==> src/startup_parser_defs.vh <==
/*
 * Constants for the serial connect startup parser: connect-mode field
 * layout, startup selections, command characters, response characters.
 * Assumes inclusion by bare name from design files; definitions only.
 */
`ifndef STARTUP_PARSER_DEFS_VH
`define STARTUP_PARSER_DEFS_VH

// connect-mode configuration byte layout
`define CM_RESP_BIT       4
`define CM_START_HI       3
`define CM_START_LO       0
`define CM_RESET_VAL      8'hC0

// startup selections, including no startup
`define ST_NONE           4'h0
`define ST_ANY_CHAR       4'h1
`define ST_CTRL_IN        4'h2
`define ST_START_CHAR     4'h3
`define ST_MANUAL         4'h4

// characters
`define CH_CMD            8'h43
`define CH_CR             8'h0D
`define CH_LF             8'h0A
`define CH_DOT            8'h2E
`define CH_SLASH          8'h2F
`define CH_ZERO           8'h30
`define CH_NINE           8'h39
`define CH_DEFAULT_START  8'h0D

// connection-state responses
`define RSP_CONN          8'h43
`define RSP_DISC          8'h44
`define RSP_UNREACH       8'h4E

// connection state codes from the network engine
`define CS_DISC           2'h0
`define CS_CONN           2'h1
`define CS_UNREACH        2'h2

// parser limits
`define MAX_ADDR_BYTES    3'h4
`define MAX_BYTE_VAL      10'h0FF
`define MAX_PORT_VAL      17'h0FFFF

`endif

==> src/decimal_accum.v <==
/*
 * Decimal field accumulator: multiplies the running value by ten and adds
 * one digit. Flags overflow past the given limit.
 * Assumes digits 0..9 arrive only while the caller is inside a number field.
 */
`timescale 1ns/100ps
module decimal_accum (
  // clock and reset
  input  wire        clk_in,
  input  wire        rst_in,
  // control
  input  wire        clear_in,
  input  wire        digit_valid_in,
  input  wire [3:0]  digit_in,
  input  wire [16:0] limit_in,
  // result
  output reg  [16:0] value_out,
  output reg         over_out,
  output reg         seen_out
);

  wire [20:0] next_val;

  assign next_val = {1'b0, value_out, 3'h0} + {3'h0, value_out, 1'b0}
                    + {17'h0, digit_in};

  always @(posedge clk_in) begin
    if (rst_in || clear_in) begin
      value_out <= 17'h0;
      over_out  <= 1'b0;
      seen_out  <= 1'b0;
    end else if (digit_valid_in) begin
      seen_out <= 1'b1;
      if (next_val > {4'h0, limit_in}) begin
        over_out <= 1'b1;
      end else begin
        value_out <= next_val[16:0];
      end
    end
  end

endmodule // decimal_accum

==> src/serial_connect_startup_parser.v <==
/*
 * Serial connect startup parser: decides when an outgoing connection is
 * started from serial activity, parses manual connect commands and sends
 * connection-state characters. Assumes one clock, characters arrive as
 * one-cycle strobes and the network engine reports state as a level.
 */
`timescale 1ns/100ps
`include "startup_parser_defs.vh"

// Operation
// - send C, D or N on state change
// - suppress responses in modem or hostlist modes
// - reset defaults response option to quiet
// - no-startup setting never starts a connection
// - any character starts a connection
// - control input rising edge starts a connection
// - start character starts; default carriage return
// - dot-decimal address of 1 to 4 bytes
// - optional slash then port 1 to 65535
// - missing port uses stored remote port
// - partial address fills low bytes only
// - all-zero address and port enters monitor mode
module serial_connect_startup_parser (
  // clock and reset
  input  wire        clk_in,
  input  wire        rst_in,
  // configuration
  input  wire        cfg_load_in,
  input  wire [7:0]  cfg_mode_in,
  input  wire [7:0]  cfg_start_char_in,
  input  wire        cfg_modem_active_in,
  input  wire        cfg_hostlist_active_in,
  input  wire [31:0] stored_ip_in,
  input  wire [15:0] stored_port_in,
  // serial side
  input  wire        rx_valid_in,
  input  wire [7:0]  rx_char_in,
  input  wire        ctrl_in,
  output reg         tx_valid_out,
  output reg  [7:0]  tx_char_out,
  // network engine
  input  wire [1:0]  conn_state_in,
  output reg         connect_out,
  output reg  [31:0] connect_ip_out,
  output reg  [15:0] connect_port_out,
  output reg         monitor_out,
  output reg         cmd_error_out,
  output reg  [7:0]  cfg_mode_out
);

  localparam [3:0] P_IDLE = 4'h1;
  localparam [3:0] P_ADDR = 4'h2;
  localparam [3:0] P_PORT = 4'h4;
  localparam [3:0] P_SKIP = 4'h8;

  reg  [7:0]  mode_q;
  reg  [7:0]  start_char_q;
  reg  [3:0]  pstate_q;
  reg  [3:0]  pstate_d;
  reg  [31:0] addr_q;
  reg  [2:0]  nbytes_q;
  reg         ctrl_q;
  reg  [1:0]  cs_q;
  reg         acc_clear;
  reg         byte_push;
  reg         finish;
  reg         bad;

  wire [3:0]  start_sel;
  wire        is_digit;
  wire        is_term;
  wire [16:0] acc_val;
  wire        acc_over;
  wire        acc_seen;
  wire [16:0] acc_limit;
  wire [31:0] merged_ip;
  wire [31:0] addr_next;
  wire        digit_strobe;

  assign start_sel = mode_q[`CM_START_HI:`CM_START_LO];
  assign is_digit  = (rx_char_in >= `CH_ZERO) && (rx_char_in <= `CH_NINE);
  assign is_term   = (rx_char_in == `CH_CR) || (rx_char_in == `CH_LF);
  assign acc_limit = (pstate_q == P_PORT) ? `MAX_PORT_VAL
                                          : {7'h0, `MAX_BYTE_VAL};
  assign digit_strobe = rx_valid_in && is_digit && (start_sel == `ST_MANUAL)
                        && ((pstate_q == P_ADDR) || (pstate_q == P_PORT));
  assign addr_next = {addr_q[23:0], acc_val[7:0]};

  // per-byte merge of parsed low bytes into stored address
  genvar gi;
  generate
    for (gi = 0; gi < 4; gi = gi + 1) begin : g_merge
      assign merged_ip[gi*8 +: 8] = (gi < nbytes_q) ? addr_q[gi*8 +: 8]
                                                     : stored_ip_in[gi*8 +: 8];
    end
  endgenerate

  decimal_accum u_acc (
    .clk_in         (clk_in),
    .rst_in         (rst_in),
    .clear_in       (acc_clear),
    .digit_valid_in (digit_strobe),
    .digit_in       (rx_char_in[3:0]),
    .limit_in       (acc_limit),
    .value_out      (acc_val),
    .over_out       (acc_over),
    .seen_out       (acc_seen)
  );

  // configuration store
  always @(posedge clk_in) begin
    if (rst_in) begin
      mode_q       <= `CM_RESET_VAL;
      start_char_q <= `CH_DEFAULT_START;
    end else if (cfg_load_in) begin
      mode_q       <= cfg_mode_in;
      start_char_q <= cfg_start_char_in;
    end
  end

  // manual command parser next state
  always @* begin
    pstate_d  = pstate_q;
    acc_clear = 1'b0;
    byte_push = 1'b0;
    finish    = 1'b0;
    bad       = 1'b0;
    if (rx_valid_in && (start_sel == `ST_MANUAL)) begin
      case (pstate_q)
        P_IDLE: begin
          if (rx_char_in == `CH_CMD) begin
            pstate_d  = P_ADDR;
            acc_clear = 1'b1;
          end
        end
        P_ADDR: begin
          if (is_digit) begin
            pstate_d = P_ADDR;
          end else if (rx_char_in == `CH_DOT) begin
            if (!acc_seen || acc_over ||
                nbytes_q >= `MAX_ADDR_BYTES - 3'h1) begin
              bad = 1'b1;
            end else begin
              byte_push = 1'b1;
              acc_clear = 1'b1;
            end
          end else if (rx_char_in == `CH_SLASH) begin
            if (!acc_seen || acc_over) begin
              bad = 1'b1;
            end else begin
              byte_push = 1'b1;
              acc_clear = 1'b1;
              pstate_d  = P_PORT;
            end
          end else if (is_term) begin
            if (!acc_seen || acc_over) begin
              bad = 1'b1;
            end else begin
              byte_push = 1'b1;
              finish    = 1'b1;
            end
          end else begin
            bad = 1'b1;
          end
        end
        P_PORT: begin
          if (is_term) begin
            if (!acc_seen || acc_over) begin
              bad = 1'b1;
            end else begin
              finish = 1'b1;
            end
          end else if (!is_digit) begin
            bad = 1'b1;
          end
        end
        P_SKIP: begin
          if (is_term) begin
            pstate_d = P_IDLE;
          end
        end
        default: pstate_d = P_IDLE;
      endcase
      if (finish) begin
        pstate_d = P_IDLE;
      end
      if (bad) begin
        pstate_d = is_term ? P_IDLE : P_SKIP;
      end
    end
  end

  // parser registers
  always @(posedge clk_in) begin
    if (rst_in || start_sel != `ST_MANUAL) begin
      pstate_q <= P_IDLE;
      addr_q   <= 32'h0;
      nbytes_q <= 3'h0;
    end else begin
      pstate_q <= pstate_d;
      if (rx_valid_in && pstate_q == P_IDLE && rx_char_in == `CH_CMD) begin
        addr_q   <= 32'h0;
        nbytes_q <= 3'h0;
      end else if (byte_push) begin
        addr_q   <= addr_next;
        nbytes_q <= nbytes_q + 3'h1;
      end
    end
  end

  // connection start decisions
  always @(posedge clk_in) begin
    if (rst_in) begin
      ctrl_q           <= 1'b0;
      connect_out      <= 1'b0;
      connect_ip_out   <= 32'h0;
      connect_port_out <= 16'h0;
      monitor_out      <= 1'b0;
      cmd_error_out    <= 1'b0;
    end else begin
      ctrl_q        <= ctrl_in;
      connect_out   <= 1'b0;
      monitor_out   <= 1'b0;
      cmd_error_out <= bad;
      case (start_sel)
        `ST_ANY_CHAR: begin
          if (rx_valid_in) begin
            connect_out      <= 1'b1;
            connect_ip_out   <= stored_ip_in;
            connect_port_out <= stored_port_in;
          end
        end
        `ST_CTRL_IN: begin
          if (ctrl_in && !ctrl_q) begin
            connect_out      <= 1'b1;
            connect_ip_out   <= stored_ip_in;
            connect_port_out <= stored_port_in;
          end
        end
        `ST_START_CHAR: begin
          if (rx_valid_in && rx_char_in == start_char_q) begin
            connect_out      <= 1'b1;
            connect_ip_out   <= stored_ip_in;
            connect_port_out <= stored_port_in;
          end
        end
        `ST_MANUAL: begin
          if (finish) begin
            if (pstate_q == P_PORT && acc_val == 17'h0) begin
              if (nbytes_q == `MAX_ADDR_BYTES && addr_q == 32'h0) begin
                monitor_out <= 1'b1;
              end else begin
                cmd_error_out <= 1'b1;
              end
            end else begin
              connect_out    <= 1'b1;
              connect_ip_out <= (pstate_q == P_ADDR)
                ? ((nbytes_q == 3'h3) ? addr_next
                   : (nbytes_q == 3'h2) ? {stored_ip_in[31:24], addr_next[23:0]}
                   : (nbytes_q == 3'h1) ? {stored_ip_in[31:16], addr_next[15:0]}
                   : {stored_ip_in[31:8], addr_next[7:0]})
                : merged_ip;
              connect_port_out <= (pstate_q == P_PORT) ? acc_val[15:0]
                                                       : stored_port_in;
            end
          end
        end
        default: ;
      endcase
    end
  end

  // connection-state character responses
  always @(posedge clk_in) begin
    if (rst_in) begin
      cs_q         <= `CS_DISC;
      tx_valid_out <= 1'b0;
      tx_char_out  <= 8'h00;
      cfg_mode_out <= `CM_RESET_VAL;
    end else begin
      cs_q         <= conn_state_in;
      cfg_mode_out <= mode_q;
      tx_valid_out <= 1'b0;
      if (conn_state_in != cs_q && mode_q[`CM_RESP_BIT] &&
          !cfg_modem_active_in && !cfg_hostlist_active_in) begin
        tx_valid_out <= 1'b1;
        case (conn_state_in)
          `CS_CONN:    tx_char_out <= `RSP_CONN;
          `CS_UNREACH: tx_char_out <= `RSP_UNREACH;
          default:     tx_char_out <= `RSP_DISC;
        endcase
      end
    end
  end

endmodule // serial_connect_startup_parser

==> config.mk <==
export PLATFORM = sky130hd
export DESIGN_NAME = serial_connect_startup_parser
export DESIGN_NICKNAME = d
export VERILOG_FILES = /design/src/decimal_accum.v /design/src/serial_connect_startup_parser.v
export VERILOG_INCLUDE_DIRS = /design/src
export SDC_FILE = /design/constraint.sdc
export NUM_CORES = 1
export LEC_CHECK = 0
export BUFFER_PORTS_ARGS = -buffer_cell sky130_fd_sc_hd__buf_4
export CORE_MARGIN = 2
export CORE_UTILIZATION = 51
export CTS_BUF_LIST = sky130_fd_sc_hd__clkbuf_16
export DETAILED_ROUTE_END_ITERATION = 10
export PLACE_DENSITY = 0.77
export SYNTH_ARGS = -nofsm -noshare
export SYNTH_HDL_FRONTEND = slang
export SYNTH_HIERARCHICAL = 1
export SYNTH_SLANG_ARGS = --single-unit
==> constraint.sdc <==
create_clock -name clk_in -period 4.2 [get_ports clk_in]
set_clock_uncertainty 0.15 [all_clocks]
set_input_delay 0.42 -clock clk_in [delete_from_list [all_inputs] [get_ports clk_in]]
set_output_delay 0.42 -clock clk_in [all_outputs]
set_load 0.005 [all_outputs]
==> qor.yml, run 1 <==
floorplan:
  fp.coreArea_um2: 16400
  die-width_um: 133
  chipHeight_um: 133
  boundaryPins: 149
  start_util_pct: 51.5
  dieArea_um2: 17600
  core.rowCount: 47
synth:
  yosys_warnings: 6
  synth_top_cells_by_area: "dfxtp_1, mux2i_1, ha_1"
  syn_avg_cell_area_um2: 8.91
  seq_area_frac_synth_pct: 33.6
  synthAdderAreaFrac_pct: 8.91
  synthMuxAreaShare_pct: 9.51
  yosys.area.top_type: "dfxtp_1"
  synth_simple_gate_area_share_pct: 15.8
  synthFlopType: "dfxtp_1"
  synth_top_family_by_area: "compound AO/OA/AOI/OAI gates"
  synth-seq-cells: 142
  synthCells: 948
  synth_edf_count: 0
  synth_cell_types: 77
  ys_async_sr_fraction_pct: 0
  synthXorXnorAreaFrac_pct: 2.70
  synth_compound_area_share_pct: 24.2
  synth_top_area_share_pct: 33.6
  syn-cell-area_um2: 8450
sta:
  layout_setup_ws_ns: -0.0198
  fmax_mhz: 237
  fin_crit_sh_pct: 100
  rsz0062_at_grt: "true"
  slew_viol_final: 0
  whs_ns: 0.0604
  setup_viol: 9
  worst-slew-pin-transition_ns: 1.07
  max_slew_margin_pct: 28.5
  min_period_ns: 4.22
  hold_viol: 0
hold_path:
  worstHoldPathType: "in2reg"
clock_tree:
  cts_root_buf: "clkbuf_16"
  clock_latency_ns: 0.43
  cts_hold_buf: 0
  cts.sinks: 142
  cts_tree: "yes"
  numCtsBuffers: 17
  htreeDepth: 4
  cts.reportedPaths.clkPinSlew_ns: 0.06
  clockBufferDepth: 2
detailed_routing:
  wl_per_cell_um: 18.4
  ant_nets: 0
  vias: 8146
  drt_iter0_drc: 794
  dr.pass1.iters: 5
  drt-total-wl_mm: 24.7
  via_per_inst: 6.07
  drcViolationCount: 0
worst_setup_path:
  crit_arrival_ns: 4.38
  reg2reg_depth: 18
  path_class: "reg2reg"
  path_cells: "inv_2, fa_1, inv_2, fa_2, a211oi_4, buf_4, o211ai_1, nand2_1, xnor2_1, ha_1, a21oi_1, o21ai_0, a31o_2, o31ai_4, buf_6, o2111ai_2, o21ai_0, a21oi_1"
  cp-start-kind: "flop"
  r2r-end: "u_acc/value_out[11]"
  crit_path_end_kind: "flop"
  reg2reg_slack_ns: -0.02
  r2r-start: "u_acc/value_out[0]"
  cp_slowest_stage_delay_ns: 0.53
  slowest_stage: "fa_1"
  cp-startpoint: "u_acc/value_out[0]"
  cp-endpoint: "u_acc/value_out[11]"
  crit_fanout: 4
  cp_data_required_time_ns: 4.36
layout:
  nets: 1251
  drive_above_1_share_pct: 25.6
  n_antenna_cell: 0
  fillers: 1326
  stdcell_area_um2: 10700
  fin_util_pct: 65.4
  syn_to_final_growth_pct: 27.0
placement:
  dpl_cell_area_um2: 9970
  place_ws_ns: -0.516
  dp_hpwl_mm: 17.5
  port_buffers: 145
  globalplace.congestion: 0.997
global_routing:
  grt_max_degree: 65
  track_usage_pct: 27.3
  grt_overflow_total: 0
  grt_pass1_vias: 7547
  antenna_found_initial: 0
  grt_first_pass_wirelength_mm: 38.7
pwr:
  p_leak_nw: 4.92
  powerDensity_nw_per_um2: 305
  ir_drop_mv: 0.288
  p_total_mw: 3.28
status:
  outcome: "finished, violations left"
  violations: "negative setup slack"
job:
  cap_violations: 0
## synth_stat cells, drive strengths merged, types with 3 or more instances
cell / n
a211o: 4
clkbuf: 38
o311a: 6
o21bai: 9
and4: 4
buf: 25
a21boi: 7
nand3b: 3
o211ai: 34
o21ai: 49
nor2b: 10
nor4: 36
a21o: 6
nor4b: 5
a31o: 27
a31oi: 6
a211oi: 6
dfxtp: 142
nand3: 17
o2111ai: 3
ha: 57
o22ai: 17
o221ai: 10
nand4: 11
and2: 4
inv: 36
nor2: 78
nor3b: 3
mux2i: 78
o31a: 3
o21a: 6
or2: 7
xor2: 8
o31ai: 7
nor3: 10
o211a: 4
a21oi: 48
nand2: 58
o22a: 18
xnor2: 18
## layer usage
metal | vias up | GRT usage [%] | share of wire (%)
li1 | 3857 | - | -
met1 | 3843 | 36.2 | 43
met2 | 391 | 43.1 | 46
met3 | 55 | 6.82 | 8.0
met4 | 0 | 9.80 | 2.9
met5 | - | 0 | 0
## state kept, by name (all words and copies together) (netlist names), 3 cells and up
name / count
u_acc/value_out: 17
start_char_q: 8
tx_char_out: 5
nbytes_q: 3
connect_port_out: 16
connect_ip_out: 32
addr_q: 32
mode_q: 8
cfg_mode_out: 8
pstate_q: 4
## report_power, final
group	leakage, nW	switching, mW	internal [mW]
sequential	1.15	0.0273	1.39
combinational	3.48	0.178	0.173
clock	0.290	0.584	0.919
## cell usage in the layout (no fill, tap or decap), drive strengths merged, types with 9 or more instances in the layout
master  count
buf       196
dfxtp     142
nor2       78
mux2i      78
nand2      58
ha         57
o21ai      49
a21oi      48
inv        38
nor4       36
o211ai     34
a31o       27
o22a       18
xnor2      18
o22ai      17
clkbuf     17
nand3      17
conb       12
nand4      11
nor2b      10
o221ai     10
nor3       10
o21bai      9
## worst min-delay path by stage
| stage | start | endpoint | slack (ns) | cells past startpoint |
|---|---|---|---|---|
| after global placement | mode_q[6] | cfg_mode_out[6] | 0.27 | 1 |
| after global routing | cfg_start_char_in[0] | start_char_q[0] | 0.07 | 3 |
| final | cfg_start_char_in[2] | start_char_q[2] | 0.06 | 3 |
| after CTS | cfg_start_char_in[0] | start_char_q[0] | 0.06 | 3 |
| after floorplan | mode_q[6] | cfg_mode_out[6] | 0.27 | 1 |
| after detailed placement | mode_q[6] | cfg_mode_out[6] | 0.28 | 1 |
## stage by stage
stage	TNS, ns	cells
6_report	-0.0917	1343
5_1_grt	-2.76	1343
4_1_cts	0	1341
3_5_place_dp	-8.52	1309
3_3_place_gp	-5.67	1309
2_1_floorplan	0	958
## timing repair
action | CTS | global route
resized for setup | 16 | 20
buffers inserted | 1 | 1
pin swaps | 10 | 18
cloned | 0 | 1
setup endpoints to repair | 18 | 18
## cells by family after synthesis
kind of cell             after synthesis
AO/OA/AOI/OAI                        280
AND/OR/NAND/NOR                      260
flip-flops                           142
buffers and inverters                 99
multiplexers                          80
adder cells (fa/ha/maj)               59
XOR/XNOR                              26
other                                  2
## critical path, delay by kind of cell, from the launching register on
kind            cells  cell delay, ns
simple gates        1            0.11
buf+inv             4            0.41
fa+ha+maj           3            1.25
xor+xnor            1            0.14
compound gates      9            1.72
flops               1            0.33
## cell type report
cell class	count	area (um^2)	share of cell area, %
Multi-Input combinational cell	718	5410	50.4
Sequential cell	142	2850	26.5
Timing Repair Buffer	196	1490	13.9
Clock buffer	17	425	3.96
Tap cell	220	275	2.56
Clock inverter	14	154	1.43
Inverter	36	135	1.26
No activity file was read; power rests on OpenSTA's default activity.
==> run 2, diff against run 1 <==
Settings changed: TNS_END_PERCENT set to 30.
==> qor.yml, run 2 (synthesis results as in run 1) <==
layout:
  layout_commonest_cell: "buf_4"
  stdcell_count: 1343  # unchanged
  syn_to_final_growth_pct: 27.0  # about the same
  n_antenna_cell: 0  # unchanged
  fillers: 1326  # unchanged
  multi_input_area_um2: 5410  # unchanged
  layout_common_cells: "buf_4, dfxtp_1, nor2_1"
  regArea_um2: 2850  # unchanged
  nets: 1251  # unchanged
  largest_registers: "addr_q x32, connect_ip_out x32, u_acc/value_out x17"
  drive_above_1_share_pct: 25.6  # unchanged
floorplan:
  start_util_pct: 51.5  # unchanged
  chipHeight_um: 133  # unchanged
  die-width_um: 133  # unchanged
  fp.coreArea_um2: 16400  # unchanged
  boundaryPins: 149  # unchanged
  core.rowCount: 47  # unchanged
  dieArea_um2: 17600  # unchanged
detailed_routing:
  wl_per_cell_um: 18.4  # -0.25%
  dr.pass1.iters: 6  # +1
  vias: 8071  # -0.92%
  drt_iter0_drc: 771  # -2.9%
  ant_nets: 0  # unchanged
  drt-total-wl_mm: 24.7  # -0.25%
  drcViolationCount: 0  # unchanged
  via_per_inst: 6.01  # -0.92%
job:
  cap_violations: 0  # unchanged
clock_tree:
  htreeDepth: 4  # unchanged
  clockBufferDepth: 2  # unchanged
  cts_hold_buf: 0  # unchanged
  cts.reportedPaths.clkPinSlew_ns: 0.06  # about the same
  numCtsBuffers: 17  # unchanged
  cts_root_buf: "clkbuf_16"
  cts_tree: "yes"
  clock_latency_ns: 0.43  # about the same
  cts.sinks: 142  # unchanged
worst_setup_path:
  path_class: "reg2reg"
  crit_path_end_kind: "flop"
  crit_buf_inv: 4  # unchanged
  cp.depth: 18  # unchanged
  path_cells: "inv_2, fa_1, inv_2, fa_2, a211oi_4, buf_4, o211ai_1, nand2_1, xnor2_1, ha_1, a21oi_1, o21ai_0, a31o_2, o31ai_4, buf_6, o2111ai_4, o211ai_1, o21ai_2"
  reg2reg_depth: 18  # unchanged
  reg2reg_slack_ns: -0.02  # about the same
  cp-start-kind: "flop"
  crit_family: "compound AO/OA/AOI/OAI gates"
  cp_slowest_stage_delay_ns: 0.53  # about the same
  crit_fanout: 5  # +1
  cp_data_required_time_ns: 4.36  # about the same
  slowest_stage: "fa_1"
  crit_arrival_ns: 4.39  # about the same
global_routing:
  track_usage_pct: 27.3  # unchanged
  grt_first_pass_wirelength_mm: 38.7  # unchanged
  antenna_found_initial: 0  # unchanged
  grt_max_degree: 65  # unchanged
  grt_pass1_vias: 7547  # unchanged
  grt_overflow_total: 0  # unchanged
sta:
  min_period_ns: 4.22  # +0.00371 ns
  rsz0062_at_grt: "true"
  worst-slew-pin-transition_ns: 1.08  # +0.00885 ns
  whs_ns: 0.0609  # +0.000418 ns
  slew_viol_final: 0  # unchanged
  fmax_mhz: 237  # about the same
  setup_viol: 4  # -5
  max_slew_margin_pct: 27.9  # -0.59 points
  layout_setup_ws_ns: -0.0235  # -0.00371 ns
  hold_viol: 0  # unchanged
  fin_crit_sh_pct: 101  # about the same
hold_path:
  hold_depth: 3  # unchanged
  worstHoldPathType: "in2reg"
status:
  violations: "negative setup slack"
  outcome: "finished, violations left"
placement:
  port_buffers: 145  # unchanged
  place_ws_ns: -0.516  # unchanged
  place_inst: 1309  # unchanged
  globalplace.congestion: 0.997  # unchanged
  dp_hpwl_mm: 17.5  # unchanged
pwr:
  p_leak_nw: 4.92  # about the same
  ir_drop_mv: 0.290  # +0.74%
  powerDensity_nw_per_um2: 305  # about the same
[run 2: cell counts in the layout (fill, tap and decap cells not counted)]
No cell type changed its count.
[run 2: layout make-up]
cell class	instances	area share, %
Clock buffer	17	3.97
Clock inverter	14	1.43
Inverter	36	1.26
Multi-Input combinational cell	718	50.4
Sequential cell	142	26.5
Tap cell	220	2.57
Timing Repair Buffer	196	13.9
[run 2: tightest hold or removal path, stage by stage]
cell and delay [ns]:
buf_4 0.08, mux2i_1 0.05, nand2_1 0.05
[run 2: what timing repair did]
item / in CTS / in global routing
buffers inserted: 1 / 1
pin swaps: 10 / 17
gates cloned: 0 / 1
gates resized for setup: 16 / 22
endpoints found under the setup margin: 18 / 18
[run 2: per-layer routing]
| layer | part of all wire (%) | GRT usage (%) | vias to the layer above |
|---|---|---|---|
| li1 | - | - | 3856 |
| met1 | 43 | 36.2 | 3785 |
| met2 | 46 | 43.1 | 374 |
| met3 | 8.0 | 6.82 | 56 |
| met4 | 2.9 | 9.80 | 0 |
| met5 | 0 | 0 | - |
[run 2: worst paths after layout]
path / start / end
min reg2reg: mode_q[7] / cfg_mode_out[7]
max reg2reg: u_acc/value_out[0] / u_acc/value_out[9]
max: u_acc/value_out[0] / u_acc/value_out[9]
min: cfg_start_char_in[2] / start_char_q[2]
[run 2: per-stage QoR]
step / util [%] / area [um^2] / TNS (ns) / total power [mW]
floorplan: - / 8490 / 0 / 1.63
global placement: 60.8 / 9970 / -5.67 / 1.79
detailed placement: 60.8 / 9970 / -8.52 / 1.79
CTS: 64.8 / 10600 / 0 / 3.29
global route: 65.4 / 10700 / -2.49 / 3.39
finish: 65.4 / 10700 / -0.0317 / 3.28
[run 2: power by group]
group,switching (mW),internal [mW]
clock,0.583,0.919
combinational,0.178,0.173
sequential,0.0274,1.39
==> run 3, diff against run 2 <==
Settings changed: CELL_PAD_IN_SITES_DETAIL_PLACEMENT set to 1, CELL_PAD_IN_SITES_GLOBAL_PLACEMENT set to 2, CORE_UTILIZATION 51 to 34, PLACE_DENSITY 0.77 to unset, PLACE_DENSITY_LB_ADDON set to 0.1.
Clock period 4.2 ns to 3.92 ns, I/O delays scaled along.
==> qor.yml, run 3 (synthesis results as in run 1) <==
status:
  outcome: "finished, violations left"
  violations: "negative setup slack"
detailed_routing:
  vias: 8097  # +0.32%
  drt-total-wl_mm: 29.4  # +19%
  ant_nets: 0  # unchanged
  drt_iter0_drc: 434  # -44%
  drcViolationCount: 0  # unchanged
  dr.pass1.iters: 5  # -1
  wl_per_cell_um: 19.8  # +8.0%
  via_per_inst: 5.47  # -9.0%
layout:
  largest_registers: "addr_q x32, connect_ip_out x32, u_acc/value_out x17"
  n_antenna_cell: 0  # unchanged
  stdcell_area_um2: 11100  # +3.4%
  stdcell_count: 1481  # +10%
  layout_common_cells: "buf_4, dfxtp_1, nor2_1"
  syn_to_final_growth_pct: 31.3
  layout_commonest_cell: "buf_4"
  drive_above_1_share_pct: 28.0  # +2.4 points
  nets: 1284  # +2.6%
global_routing:
  antenna_found_initial: 0  # unchanged
  grt_overflow_total: 0  # unchanged
  grt_pass1_vias: 8213  # +8.8%
  track_usage_pct: 22.4  # -4.9 points
  grt_max_degree: 49  # -25%
  grt_first_pass_wirelength_mm: 46.3  # +20%
sta:
  hold_viol: 0  # unchanged
  worst-slew-pin-transition_ns: 1.05  # -0.0275 ns
  max_slew_margin_pct: 29.3  # +1.4 points
  min_period_ns: 4.20  # -0.0218 ns
  slew_viol_final: 0  # unchanged
  layout_setup_ws_ns: -0.282  # -0.258 ns
  fin_crit_sh_pct: 107  # +6.6 points
  setup_viol: 18  # +14
  fmax_mhz: 238  # +0.52%
  rsz0062_at_grt: "true"
clock_tree:
  cts.sinks: 142  # unchanged
  clockBufferDepth: 2  # unchanged
  numCtsBuffers: 17  # unchanged
  cts.reportedPaths.clkPinSlew_ns: 0.07  # about the same
  cts_root_buf: "clkbuf_16"
  htreeDepth: 4  # unchanged
  clock_latency_ns: 0.43  # about the same
  cts_tree: "yes"
job:
  cap_violations: 0  # unchanged
worst_setup_path:
  cp_slowest_stage_delay_ns: 0.51  # -0.02 ns
  crit_path_end_kind: "flop"
  cp-start-kind: "flop"
  crit_fanout: 4  # -1
  crit_buf_inv: 5  # +1
  crit_family: "compound AO/OA/AOI/OAI gates"
  cp_data_required_time_ns: 4.07  # -0.29 ns
  crit_arrival_ns: 4.35  # -0.04 ns
  slowest_stage: "fa_1"
  path_class: "reg2reg"
  path_cells: "inv_2, fa_1, inv_2, fa_2, a211oi_4, o21ai_2, a21oi_2, buf_4, o21ai_2, xor2_1, ha_1, a21oi_2, o21a_1, inv_2, o31ai_4, buf_6, o2111ai_4, o21ai_2, a21oi_1"
pwr:
  powerDensity_nw_per_um2: 315  # +3.1%
  p_leak_nw: 5.08  # +3.1%
  p_total_mw: 3.49  # +6.7%
  ir_drop_mv: 0.171  # -41%
floorplan:
  fp.coreArea_um2: 24400  # +49%
  start_util_pct: 34.6  # -17 points
  dieArea_um2: 26100  # +48%
  chipHeight_um: 162  # +22%
  core.rowCount: 57  # +21%
  boundaryPins: 149  # unchanged
  die-width_um: 162  # +22%
placement:
  port_buffers: 145  # unchanged
  place_inst: 1439  # +9.9%
  dpl_cell_area_um2: 10300  # +3.8%
  dp_hpwl_mm: 21.9  # +26%
  globalplace.congestion: 0.817  # -18%
hold_path:
  worstHoldPathType: "in2reg"
==> run 3: layout make-up <==
cell class	instances	area [um^2]
Clock buffer	17	425
Clock inverter	15	136
Fill cell	2847	13300
Inverter	36	135
Multi-Input combinational cell	718	5400
Sequential cell	142	2850
Tap cell	324	405
Timing Repair Buffer	229	1750
==> run 3: final timing paths <==
check	from	end	slack, ns	depth (start not counted)
setup / recovery	u_acc/value_out[2]	u_acc/value_out[15]	-0.28	19
hold reg to reg	mode_q[6]	cfg_mode_out[6]	0.30	1
hold / removal	cfg_mode_in[7]	mode_q[7]	0.03	3
setup reg to reg	u_acc/value_out[2]	u_acc/value_out[15]	-0.28	19
==> run 3: routing by layer <==
| metal | part of all wire [%] | GRT usage [%] | vias up | wire length, um |
|---|---|---|---|---|
| met2 | 44 | 34.9 | 225 | 13000 |
| met1 | 49 | 31.7 | 3909 | 14400 |
| met3 | 5.4 | 4.26 | 31 | 1580 |
| li1 | - | - | 3932 | - |
| met4 | 1.6 | 6.40 | 0 | 457 |
| met5 | 0 | 0 | - | 0 |
==> run 3: what timing repair did <==
item	CTS	global route
cloned	2	0
pin swaps	16	15
resized for setup	22	9
buffers inserted	6	2
endpoints found under the setup margin	18	18
hold buffers	0	0
==> run 3: power by group <==
group	switching, mW	internal (mW)
registers	0.0312	1.49
clock network	0.703	0.883
logic	0.196	0.188
total	0.930	2.56
==> run 3: through the flow <==
step	hold slack [ns]	TNS, ns	setup WS [ns]	util (%)
finish	0.0266	-4.55	-0.282	45.5
global route	0.0245	-7.65	-0.505	45.5
CTS	0.00946	-4.92	-0.307	45.3
detailed placement	0.284	-10.24	-0.637	42.4
global placement	0.281	-6.63	-0.400	42.4
floorplan	0.266	0	0.00654	-
==> run 3: worst reg2reg max path: cells and delay by family, from the launching register on <==
kind                     cells  cell delay [ns]
AO/OA/AOI/OAI               10             1.73
adder cells (fa/ha/maj)      3             1.18
flip-flops                   1             0.34
buffers and inverters        5             0.47
XOR/XNOR                     1             0.21
